`src/hw/iofs_top_fix.sv`:
```
// Reserved file; holds no logic

```
`src/hw/iofs_pkg.sv`:
```
// Package: constants and types of the fail-safe I/O conditioning block
package iofs_pkg;
    localparam int unsigned CLK_MHZ = 100;
    localparam int unsigned HOST_TO_MS = 4000;
    localparam int unsigned HOST_TO_CYC = HOST_TO_MS * 1000 * CLK_MHZ;
    localparam int unsigned DEB_US = 10000;
    localparam int unsigned DEB_CYC = DEB_US * CLK_MHZ;
    localparam int unsigned NDIN = 8;
    localparam int unsigned NDOUT = 8;
    localparam int unsigned NAIN = 2;
    localparam int unsigned NAOUT = 2;
    localparam int unsigned AW = 16;
    localparam int unsigned NIRQ = 6;
    // Byte offsets
    localparam logic [7:0] OFS_CTRL = 8'h00;
    localparam logic [7:0] OFS_COND = 8'h04;
    localparam logic [7:0] OFS_DOUT = 8'h08;
    localparam logic [7:0] OFS_DOUT_DEF = 8'h0C;
    localparam logic [7:0] OFS_AOUT = 8'h10;
    localparam logic [7:0] OFS_AOUT_DEF = 8'h18;
    localparam logic [7:0] OFS_DELTA = 8'h20;
    localparam logic [7:0] OFS_POLL = 8'h24;
    localparam logic [7:0] OFS_MISS = 8'h28;
    localparam logic [7:0] OFS_RELINK = 8'h2C;
    localparam logic [7:0] OFS_DIN = 8'h30;
    localparam logic [7:0] OFS_AIN = 8'h34;
    localparam logic [7:0] OFS_IRQ_ST = 8'h3C;
    localparam logic [7:0] OFS_IRQ_CLR = 8'h40;
    localparam logic [7:0] OFS_IRQ_EN = 8'h44;
    // Control bit positions
    localparam int unsigned CB_DEB = 0;
    localparam int unsigned CB_HOST = 1;
    localparam int unsigned CB_NLF = 2;
    localparam int unsigned CB_GLF = 3;
    // Event bit positions
    localparam int unsigned EV_HOST = 0;
    localparam int unsigned EV_SYNC = 1;
    localparam int unsigned EV_NODE = 2;
    localparam int unsigned EV_GW = 3;
    localparam int unsigned EV_DIN = 4;
    localparam int unsigned EV_AIN = 5;
    // Reset values
    localparam logic [3:0] CTRL_RST = 4'h3;
    localparam logic [7:0] DOUT_DEF_RST = 8'h00;
    localparam logic [15:0] AOUT_DEF_RST = 16'h0000;
    localparam logic [15:0] DELTA_RST = 16'h0000;
    localparam logic [31:0] POLL_RST = 32'h000F4240;
    localparam logic [7:0] MISS_RST = 8'h03;
    localparam logic [7:0] RELINK_RST = 8'h02;
    localparam logic [1:0] RESP_OKAY = 2'h0;
    localparam logic [1:0] RESP_SLVERR = 2'h2;
    typedef logic [NAOUT-1:0][AW-1:0] iofs_aout_t;
    typedef struct packed {
        logic valid;
        logic [NAIN-1:0][AW-1:0] data;
    } iofs_ain_t;
endpackage

```
`src/hw/iofs_debounce.sv`:
```
// Debounce filter for one discrete input
`timescale 1ns/1ns
module iofs_debounce #(
    parameter int unsigned STABLE = iofs_pkg::DEB_CYC
) (
    // Clock and reset
    input wire logic ref_clk,
    input wire logic reset,
    // Filter
    input wire logic raw,
    input wire logic enable,
    output logic clean
);
    import iofs_pkg::*;
    typedef struct packed {
        logic clean;
        logic [19:0] cnt;
    } iofs_deb_t;
    localparam logic [19:0] LIM = 20'(STABLE - 1);
    iofs_deb_t s_reg, s_next;

    always_comb
    begin
        s_next = s_reg;
        if (!enable || raw == s_reg.clean)
        begin
            s_next.clean = raw;
            s_next.cnt = '0;
        end
        else if (s_reg.cnt == LIM)
        begin
            // Only a level held for the full window counts
            s_next.clean = raw;
            s_next.cnt = '0;
        end
        else
        begin
            s_next.cnt = s_reg.cnt + 20'h00001;
        end
    end

    always_ff @(posedge ref_clk)
    begin
        if (reset)
            s_reg <= '0;
        else
            s_reg <= s_next;
    end

    assign clean = s_reg.clean;
endmodule

```
`src/hw/iofs_delta.sv`:
```
// Change-threshold report filter for one analog input
`timescale 1ns/1ns
module iofs_delta (
    // Clock and reset
    input wire logic ref_clk,
    input wire logic reset,
    // Sample in
    input wire logic valid,
    input wire logic [15:0] sample,
    input wire logic [15:0] delta,
    input wire logic freeze,
    // Report out
    output logic [15:0] value,
    output logic report
);
    import iofs_pkg::*;
    typedef struct packed {
        logic [15:0] value;
        logic report;
    } iofs_dlt_t;
    iofs_dlt_t s_reg, s_next;
    logic [15:0] diff;

    assign diff = (sample >= s_reg.value) ? sample - s_reg.value
                                          : s_reg.value - sample;

    always_comb
    begin
        s_next = s_reg;
        s_next.report = 1'b0;
        // Zero delta passes every valid sample unless frozen
        if (valid && !freeze && (delta == 16'h0000 || diff >= delta))
        begin
            s_next.value = sample;
            s_next.report = 1'b1;
        end
    end

    always_ff @(posedge ref_clk)
    begin
        if (reset)
            s_reg <= '0;
        else
            s_reg <= s_next;
    end

    assign value = s_reg.value;
    assign report = s_reg.report;
endmodule

```
`src/hw/iofs_top.sv`:
```
// Fail-safe output and input conditioning with AXI4-Lite registers
//
// Decided for this implementation: the register addresses and register access over AXI4-Lite.
`timescale 1ns/1ns
// Function
// After reset every output is loaded with its default before normal use.
// While radio sync is lost outputs are held at their defaults.
// Host link fails when no host access arrives within about four seconds.
// A detected host link failure drives outputs to their defaults.
// A node link failure with its option set forces defaults and freezes inputs.
// Node timeout uses poll interval, missed message limit and relink count.
// A timed-out node with its option set sends its outputs to defaults.
// Each discrete default is one bit, one on and zero off.
// A default condition copies stored defaults into the output registers.
// An analog input reports only after changing by at least delta.
// A delta of zero turns the change filter off.
// Discrete inputs are debounced so contact bounce is one change.
// Debounce is enabled after reset.
// When the link returns, outputs resume normal updating.
// While inputs are frozen the last valid values are reported.
module iofs_top #(
    parameter int unsigned HOST_TO = iofs_pkg::HOST_TO_CYC,
    parameter int unsigned DEB = iofs_pkg::DEB_CYC
) (
    // Clock and reset
    input wire logic ref_clk,
    input wire logic reset,
    // AXI4-Lite slave
    input wire logic [7:0] s_axi_awaddr,
    input wire logic s_axi_awvalid,
    output logic s_axi_awready,
    input wire logic [31:0] s_axi_wdata,
    input wire logic [3:0] s_axi_wstrb,
    input wire logic s_axi_wvalid,
    output logic s_axi_wready,
    output logic [1:0] s_axi_bresp,
    output logic s_axi_bvalid,
    input wire logic s_axi_bready,
    input wire logic [7:0] s_axi_araddr,
    input wire logic s_axi_arvalid,
    output logic s_axi_arready,
    output logic [31:0] s_axi_rdata,
    output logic [1:0] s_axi_rresp,
    output logic s_axi_rvalid,
    input wire logic s_axi_rready,
    // Radio link pins
    input wire logic radio_sync_in,
    input wire logic radio_msg_in,
    input wire logic node_reply_in,
    // Field inputs
    input wire logic [iofs_pkg::NDIN-1:0] din_in,
    input wire iofs_pkg::iofs_ain_t ain,
    // Field outputs and interrupt
    output logic [iofs_pkg::NDOUT-1:0] dout,
    output iofs_pkg::iofs_aout_t aout,
    output logic irq
);
    import iofs_pkg::*;

    typedef struct packed {
        logic awready;
        logic wready;
        logic bvalid;
        logic [1:0] bresp;
        logic arready;
        logic rvalid;
        logic [1:0] rresp;
        logic [31:0] rdata;
        logic aw_got;
        logic w_got;
        logic [7:0] awaddr;
        logic [31:0] wdata;
        logic [3:0] wstrb;
        logic [3:0] ctrl;
        logic [7:0] dout;
        logic [7:0] dout_def;
        iofs_aout_t aout;
        iofs_aout_t aout_def;
        logic [15:0] delta;
        logic [31:0] poll;
        logic [7:0] miss_max;
        logic [7:0] relink;
        logic [NIRQ-1:0] irq_st;
        logic [NIRQ-1:0] irq_en;
        logic irq;
        logic [10:0] s1;
        logic [10:0] s2;
        logic [2:0] edge_prev;
        logic pwrup;
        logic [28:0] host_cnt;
        logic host_fail;
        logic [31:0] node_cnt;
        logic node_fail;
        logic [31:0] gw_cnt;
        logic gw_seen;
        logic [7:0] gw_miss;
        logic [7:0] gw_good;
        logic gw_to;
        logic [7:0] din_rep;
    } iofs_state_t;

    localparam logic [28:0] HOST_LIM = 29'(HOST_TO - 1);

    iofs_state_t s_reg, s_next;
    logic [NDIN-1:0] deb_clean;
    logic [NAIN-1:0][AW-1:0] ain_val;
    logic [NAIN-1:0] ain_rep;
    logic sync_ok, msg_rise, reply_rise, frozen, def_act, win_end, host_act_w;

    function automatic logic [31:0] merge(input logic [31:0] old,
        input logic [31:0] d, input logic [3:0] be);
        logic [31:0] r;
        r = old;
        for (int b = 0; b < 4; b++)
        begin
            if (be[b])
                r[8*b +: 8] = d[8*b +: 8];
        end
        return r;
    endfunction

    function automatic logic reg_ok(input logic [7:0] a);
        return a[1:0] == 2'h0 && a <= OFS_IRQ_EN;
    endfunction

    // Only the second stage feeds logic
    assign sync_ok = s_reg.s2[8];
    assign msg_rise = s_reg.s2[9] && !s_reg.edge_prev[1];
    assign reply_rise = s_reg.s2[10] && !s_reg.edge_prev[2];
    assign frozen = s_reg.node_fail && s_reg.ctrl[CB_NLF];
    assign win_end = s_reg.gw_cnt + 32'h1 >= s_reg.poll;
    assign def_act = s_reg.pwrup
        || !sync_ok
        || (s_reg.host_fail && s_reg.ctrl[CB_HOST])
        || frozen
        || (s_reg.gw_to && s_reg.ctrl[CB_GLF]);

    genvar gi;
    generate
        for (gi = 0; gi < NDIN; gi++)
        begin : g_deb
            iofs_debounce #(.STABLE(DEB)) u_deb (
                .ref_clk(ref_clk),
                .reset(reset),
                .raw(s_reg.s2[gi]),
                .enable(s_reg.ctrl[CB_DEB]),
                .clean(deb_clean[gi])
            );
        end
        for (gi = 0; gi < NAIN; gi++)
        begin : g_dlt
            iofs_delta u_dlt (
                .ref_clk(ref_clk),
                .reset(reset),
                .valid(ain.valid),
                .sample(ain.data[gi]),
                .delta(s_reg.delta),
                .freeze(frozen),
                .value(ain_val[gi]),
                .report(ain_rep[gi])
            );
        end
    endgenerate

    always_comb
    begin
        logic [31:0] rd;
        logic [NIRQ-1:0] ev;
        rd = '0;
        ev = '0;
        s_next = s_reg;
        s_next.s1 = {node_reply_in, radio_msg_in, radio_sync_in, din_in};
        s_next.s2 = s_reg.s1;
        s_next.edge_prev = s_reg.s2[10:8];
        s_next.pwrup = 1'b0;
        if (s_axi_awvalid && s_reg.awready)
        begin
            s_next.aw_got = 1'b1;
            s_next.awaddr = s_axi_awaddr;
        end
        if (s_axi_wvalid && s_reg.wready)
        begin
            s_next.w_got = 1'b1;
            s_next.wdata = s_axi_wdata;
            s_next.wstrb = s_axi_wstrb;
        end
        if (s_reg.bvalid && s_axi_bready)
            s_next.bvalid = 1'b0;
        if (s_reg.aw_got && s_reg.w_got && !s_reg.bvalid)
        begin
            s_next.aw_got = 1'b0;
            s_next.w_got = 1'b0;
            s_next.bvalid = 1'b1;
            s_next.bresp = reg_ok(s_reg.awaddr) ? RESP_OKAY : RESP_SLVERR;
            unique case (s_reg.awaddr)
                OFS_CTRL: s_next.ctrl =
                    4'(merge(32'(s_reg.ctrl), s_reg.wdata, s_reg.wstrb));
                OFS_DOUT: s_next.dout =
                    8'(merge(32'(s_reg.dout), s_reg.wdata, s_reg.wstrb));
                OFS_DOUT_DEF: s_next.dout_def =
                    8'(merge(32'(s_reg.dout_def), s_reg.wdata, s_reg.wstrb));
                OFS_DELTA: s_next.delta =
                    16'(merge(32'(s_reg.delta), s_reg.wdata, s_reg.wstrb));
                OFS_POLL: s_next.poll =
                    merge(s_reg.poll, s_reg.wdata, s_reg.wstrb);
                OFS_MISS: s_next.miss_max =
                    8'(merge(32'(s_reg.miss_max), s_reg.wdata, s_reg.wstrb));
                OFS_RELINK: s_next.relink =
                    8'(merge(32'(s_reg.relink), s_reg.wdata, s_reg.wstrb));
                OFS_IRQ_EN: s_next.irq_en = NIRQ'(
                    merge(32'(s_reg.irq_en), s_reg.wdata, s_reg.wstrb));
                default: ;
            endcase
            for (int i = 0; i < NAOUT; i++)
            begin
                if (s_reg.awaddr == OFS_AOUT + 8'(4 * i))
                    s_next.aout[i] = 16'(merge(32'(s_reg.aout[i]),
                        s_reg.wdata, s_reg.wstrb));
                if (s_reg.awaddr == OFS_AOUT_DEF + 8'(4 * i))
                    s_next.aout_def[i] = 16'(merge(32'(s_reg.aout_def[i]),
                        s_reg.wdata, s_reg.wstrb));
            end
        end
        // Read path
        unique case (s_axi_araddr)
            OFS_CTRL: rd = 32'(s_reg.ctrl);
            OFS_COND: rd = 32'({frozen, s_reg.gw_to, s_reg.node_fail,
                s_reg.host_fail, !sync_ok, def_act});
            OFS_DOUT: rd = 32'(s_reg.dout);
            OFS_DOUT_DEF: rd = 32'(s_reg.dout_def);
            OFS_DELTA: rd = 32'(s_reg.delta);
            OFS_POLL: rd = s_reg.poll;
            OFS_MISS: rd = 32'(s_reg.miss_max);
            OFS_RELINK: rd = 32'(s_reg.relink);
            OFS_DIN: rd = 32'(s_reg.din_rep);
            OFS_IRQ_ST: rd = 32'(s_reg.irq_st);
            OFS_IRQ_EN: rd = 32'(s_reg.irq_en);
            default: rd = '0;
        endcase
        for (int i = 0; i < NAOUT; i++)
        begin
            if (s_axi_araddr == OFS_AOUT + 8'(4 * i))
                rd = 32'(s_reg.aout[i]);
            if (s_axi_araddr == OFS_AOUT_DEF + 8'(4 * i))
                rd = 32'(s_reg.aout_def[i]);
        end
        for (int i = 0; i < NAIN; i++)
        begin
            if (s_axi_araddr == OFS_AIN + 8'(4 * i))
                rd = 32'(ain_val[i]);
        end
        if (s_axi_arvalid && s_reg.arready)
        begin
            s_next.rvalid = 1'b1;
            s_next.rdata = rd;
            s_next.rresp = reg_ok(s_axi_araddr) ? RESP_OKAY : RESP_SLVERR;
        end
        else if (s_reg.rvalid && s_axi_rready)
        begin
            s_next.rvalid = 1'b0;
        end
        s_next.awready = !s_next.aw_got && !s_next.bvalid;
        s_next.wready = !s_next.w_got && !s_next.bvalid;
        s_next.arready = !s_next.rvalid;
        // Host watchdog; any accepted write or read address handshake counts as host traffic
        if (!s_reg.ctrl[CB_HOST] || host_act_w)
        begin
            s_next.host_cnt = '0;
            s_next.host_fail = 1'b0;
        end
        else if (s_reg.host_cnt == HOST_LIM)
        begin
            s_next.host_fail = 1'b1;
        end
        else
        begin
            s_next.host_cnt = s_reg.host_cnt + 29'h1;
        end
        // Node side: gateway silence or sync loss
        if (msg_rise)
            s_next.node_cnt = '0;
        else if (s_reg.node_cnt != 32'hFFFFFFFF)
            s_next.node_cnt = s_reg.node_cnt + 32'h1;
        if (!sync_ok || (s_reg.node_cnt >= s_reg.poll && !msg_rise))
            s_next.node_fail = 1'b1;
        else if (msg_rise)
            s_next.node_fail = 1'b0;
        // Gateway side: missed polls and relink count
        if (reply_rise)
            s_next.gw_seen = 1'b1;
        if (win_end)
        begin
            s_next.gw_cnt = '0;
            s_next.gw_seen = 1'b0;
            if (s_reg.gw_seen || reply_rise)
            begin
                s_next.gw_miss = '0;
                s_next.gw_good = s_reg.gw_good + 8'h1;
                if (s_reg.gw_good + 8'h1 >= s_reg.relink)
                begin
                    s_next.gw_to = 1'b0;
                    s_next.gw_good = '0;
                end
            end
            else
            begin
                s_next.gw_good = '0;
                if (s_reg.gw_miss != 8'hFF)
                    s_next.gw_miss = s_reg.gw_miss + 8'h1;
                if (s_reg.gw_miss + 8'h1 >= s_reg.miss_max)
                    s_next.gw_to = 1'b1;
            end
        end
        else
        begin
            s_next.gw_cnt = s_reg.gw_cnt + 32'h1;
        end
        // Frozen inputs keep the last valid values
        if (!frozen)
            s_next.din_rep = deb_clean;
        // Stored defaults overwrite the output registers
        if (def_act)
        begin
            s_next.dout = s_reg.dout_def;
            s_next.aout = s_reg.aout_def;
        end
        // Events; a set beats a same-cycle clear
        ev[EV_HOST] = s_next.host_fail && !s_reg.host_fail;
        // Edge taken on the second stage only, never the first
        ev[EV_SYNC] = s_reg.edge_prev[0] && !sync_ok;
        ev[EV_NODE] = s_next.node_fail && !s_reg.node_fail;
        ev[EV_GW] = s_next.gw_to && !s_reg.gw_to;
        ev[EV_DIN] = s_next.din_rep != s_reg.din_rep;
        ev[EV_AIN] = |ain_rep;
        if (s_reg.aw_got && s_reg.w_got && !s_reg.bvalid
            && s_reg.awaddr == OFS_IRQ_CLR)
            s_next.irq_st = s_reg.irq_st & ~NIRQ'(s_reg.wdata);
        s_next.irq_st = s_next.irq_st | ev;
        s_next.irq = |(s_next.irq_st & s_next.irq_en);
    end

    always_ff @(posedge ref_clk)
    begin
        if (reset)
        begin
            s_reg <= '0;
            s_reg.ctrl <= CTRL_RST;
            s_reg.dout <= DOUT_DEF_RST;
            s_reg.dout_def <= DOUT_DEF_RST;
            s_reg.aout <= {NAOUT{AOUT_DEF_RST}};
            s_reg.aout_def <= {NAOUT{AOUT_DEF_RST}};
            s_reg.delta <= DELTA_RST;
            s_reg.poll <= POLL_RST;
            s_reg.miss_max <= MISS_RST;
            s_reg.relink <= RELINK_RST;
            s_reg.pwrup <= 1'b1;
        end
        else
        begin
            s_reg <= s_next;
        end
    end

    assign s_axi_awready = s_reg.awready;
    assign s_axi_wready = s_reg.wready;
    assign s_axi_bvalid = s_reg.bvalid;
    assign s_axi_bresp = s_reg.bresp;
    assign s_axi_arready = s_reg.arready;
    assign s_axi_rvalid = s_reg.rvalid;
    assign s_axi_rresp = s_reg.rresp;
    assign s_axi_rdata = s_reg.rdata;
    assign dout = s_reg.dout;
    assign aout = s_reg.aout;
    assign irq = s_reg.irq;

    assign host_act_w = (s_axi_awvalid && s_reg.awready)
        || (s_axi_arvalid && s_reg.arready);
endmodule

```
`config.mk`:
```
export PLATFORM = sky130hd
export DESIGN_NAME = iofs_top
export DESIGN_NICKNAME = d
export VERILOG_FILES = /design/src/hw/iofs_top_fix.sv /design/src/hw/iofs_pkg.sv /design/src/hw/iofs_debounce.sv /design/src/hw/iofs_delta.sv /design/src/hw/iofs_top.sv
export SDC_FILE = /design/constraint.sdc
export NUM_CORES = 2
export LEC_CHECK = 0
export BUFFER_PORTS_ARGS = -buffer_cell sky130_fd_sc_hd__clkbuf_2
export CORE_UTILIZATION = 46
export CTS_CLUSTER_DIAMETER = 150
export DETAILED_ROUTE_END_ITERATION = 8
export PLACE_DENSITY = 0.71
export SYNTH_ARGS = -nofsm -noshare
export SYNTH_HDL_FRONTEND = slang
export SYNTH_HIERARCHICAL = 1
export SYNTH_SLANG_ARGS = --single-unit
export TNS_END_PERCENT = 1
```
`constraint.sdc`:
```
create_clock -name ref_clk -period 4.5 [get_ports ref_clk]
set_clock_uncertainty 0.05 [all_clocks]
set_input_delay 0 -clock ref_clk [delete_from_list [all_inputs] [get_ports ref_clk]]
set_output_delay 0 -clock ref_clk [all_outputs]
set_load 0.02 [all_outputs]
```
==> reports/results.tsv <==
metric	value	unit
status	complete, no violations	
routed via count	29900	
core area	70300	µm²
wl on met1	43400	µm
design area	37500	µm²
Min Hold Slack	0.115	ns
die height	269	µm
RSZ-0062 raised after global routing	true	
fraction of registers with async set/reset	0	%
largest net degree at the start of global routing	129	
total power	12.4	mW
critical path's top delay family	compound AO/OA/AOI/OAI gates	
Synth Flop Type	dfxtp_1	
Mean Syn Cell Area	8.30	µm²
FP Rows	97	
Wirelength per Cell	19.5	µm
final slew viol count	0	
Setup Crit Path Kind	flip-flop to flip-flop	
Starting Density	46.6	%
initial antenna violation count	5	
Synth Register Bits	595	
Total GRT Usage	27.0	%
CTS tree	built	
endpoint class of the critical path	flip-flop	
largest cells by area after synthesis	dfxtp_1 (36%), ha_1 (7.1%), a21oi_1 (4.9%), nand2_1 (4.5%), nor2_1 (4.3%)	
root buf cell	clkbuf_16	
vias in the first global route	28200	
CP bufs+invs	3	
critical path's slowest cell	fa_1	
post-synth top area cell	dfxtp_1	
worst skew pair latency	0.63	ns
antenna viol nets, final	0	
Die Wd	269	µm
DRC viols	0	
Worst EP required	4.93	ns
IO Count	185	
top layer in use	met5	
worst vdd ir	0.000274	V
DP HPWL	71400	µm
DRT Pass-1 Iters	6	
post-route setup TNS	0	ns
cells after synthesis	3948	
relative slew slack	10.5	%
synth-to-layout area growth	14.3	%
clk slew on worst S/H paths	0.06	ns
Mapped Area	32800	µm²
met3 WL	8330	µm
most common library cells after synthesis	dfxtp_1 (595), nand2_1 (395), nor2_1 (374)	
layout cells sized above 1	10.8	%
WP data arrival	4.75	ns
max_cap viols	0	
routability cong.	1.01	
Yosys top cell area share	36.3	%
Max stage delay on crit path	0.45	ns
met2 WL post-DR	44700	µm
number of flops mapped to enable cells by yosys	0	
highest clock rate	232	MHz
Hold Violations, Final	0	
final layout net count	4419	
GRT overflow	0	
crit start category	flip-flop	
synth unique cells	100	
setup bufs post-CTS	0	
vias per inst	5.84	
Placed Area	34100	µm²
initial DRC count	2741	
final setup vio count	0	
Seq/Total Area, Yosys	36.3	%
max FFs per register	299	
cell with the most instances after synthesis	dfxtp_1	
Hold Crit Class	input port to flip-flop	
Final period util	96.0	%
CP Cell Sequence	ha_1 -> inv_1 -> fa_1 -> a211o_1 -> nand3_1 -> a211o_1 -> nand3_4 -> buf_4 -> mux2i_1 -> o2bb2ai_1 -> a2111oi_1 -> a21oi_1 -> ha_1 -> nand4_1 -> or2_2 -> o211a_2 -> buf_12 -> o21ai_0 -> a21oi_1	
final wirelength	99900	µm
Tmin final	4.32	ns
Pwr Density	330	nW/µm²
Pleak	14.3	nW
H-Tree Depth	3	
CTS sink cnt	595	
cts bufs inserted	66	
CP Max Fanout	17	
first-pass GRT wire length	155000	µm
clk buf depth	3	
worst slew pin tran	1.34	ns
IO buf count	182	
Yosys warning total	6	
Die ar.	72300	µm²
==> area by class of cell <==
cell class              count  area [µm²]
diodes                      4        10.0
clock buffers              89        1860
clock inverters            31         338
fillers                  6536       32800
inverters                 189         709
multi-input cells        2900       18800
flip-flops and latches    595       11900
well taps                 940        1180
repair buffers            373        2680
==> logic make-up (layout without fill, tap and decap cells) <==
group / Yosys count / count (layout) / synth area share (%)
AOI/OAI and AO/OA: 864 / 864 / 17.4
xor gates and xnor gates: 224 / 224 / 5.99
adders and majority gates: 191 / 191 / 7.38
buffers and inverters: 454 / 682 / 6.51
DFF: 595 / 595 / 36.3
muxes: 76 / 76 / 2.38
other: 1 / 6 / 0.0114
and+or+nand+nor: 1543 / 1543 / 24.0
==> placed cells by master (no fill, tap or decap), types with 70 or more instances in the layout <==
master,Yosys,final
dfxtp_1,595,594
nand2_1,395,395
nor2_1,374,372
a21oi_1,322,321
nand3_1,221,221
ha_1,187,186
inv_1,186,185
clkbuf_2,0,181
xor2_1,123,123
dlygate4sd3_1,0,119
o21ai_0,112,112
xnor2_1,101,101
nor3_1,76,76
mux2i_1,70,70
==> report_power, final <==
| group | total, mW | internal, mW | switching, mW |
|---|---|---|---|
| Clock | 5.43 | 3.11 | 2.31 |
| Combinational | 1.48 | 0.591 | 0.884 |
| Sequential | 5.46 | 5.35 | 0.106 |
| Total | 12.4 | 9.06 | 3.31 |
==> worst register-to-register path, cell delays in order, from the launching register on <==
cell	delay, ns
dfxtp_1	0.37
ha_1	0.16
inv_1	0.06
fa_1	0.45
a211o_1	0.30
nand3_1	0.13
a211o_1	0.18
nand3_4	0.09
buf_4	0.22
mux2i_1	0.15
o2bb2ai_1	0.10
a2111oi_1	0.39
a21oi_1	0.11
ha_1	0.32
nand4_1	0.11
or2_2	0.32
o211a_2	0.26
buf_12	0.15
o21ai_0	0.16
a21oi_1	0.09
==> final timing paths <==
path | startpoint | end | slack, ns | depth (start not counted)
worst min register to register | s_next[130]$_SDFF_PP0_ | s_reg[130]$_SDFF_PP0_ | 0.39 | 1
worst max-delay path | g_dlt[1].u_dlt/value[0]$_SDFFE_PP0P_ | g_dlt[1].u_dlt/value[0]$_SDFFE_PP0P_ | 0.18 | 19
worst min-delay path | s_axi_wdata[27] | s_reg[339]$_SDFFE_PP0P_ | 0.12 | 4
worst max register to register | g_dlt[1].u_dlt/value[0]$_SDFFE_PP0P_ | g_dlt[1].u_dlt/value[0]$_SDFFE_PP0P_ | 0.18 | 19
==> through the flow <==
step	util (%)	worst slack, ns	cells
floorplan	-	0.393	3949
global placement	48.5	0.346	4878
detailed placement	48.5	0.202	4878
CTS	53.3	0.184	5117
global route	53.3	-0.0369	5120
finish	53.3	0.181	5121
==> metal layers <==
metal,vias to the layer above,global-route usage (%)
li1,14400,-
met1,14100,35.9
met2,1157,42.8
met3,227,5.88
met4,4,9.64
met5,-,0
==> timing repair <==
item / in CTS / in global routing
endpoints found under the setup margin: 0 / 56
hold endpoints to repair: 148 / 0
hold buffers: 119 / 0
gates resized for setup: 0 / 12
No activity file was read; power rests on OpenSTA's default activity.
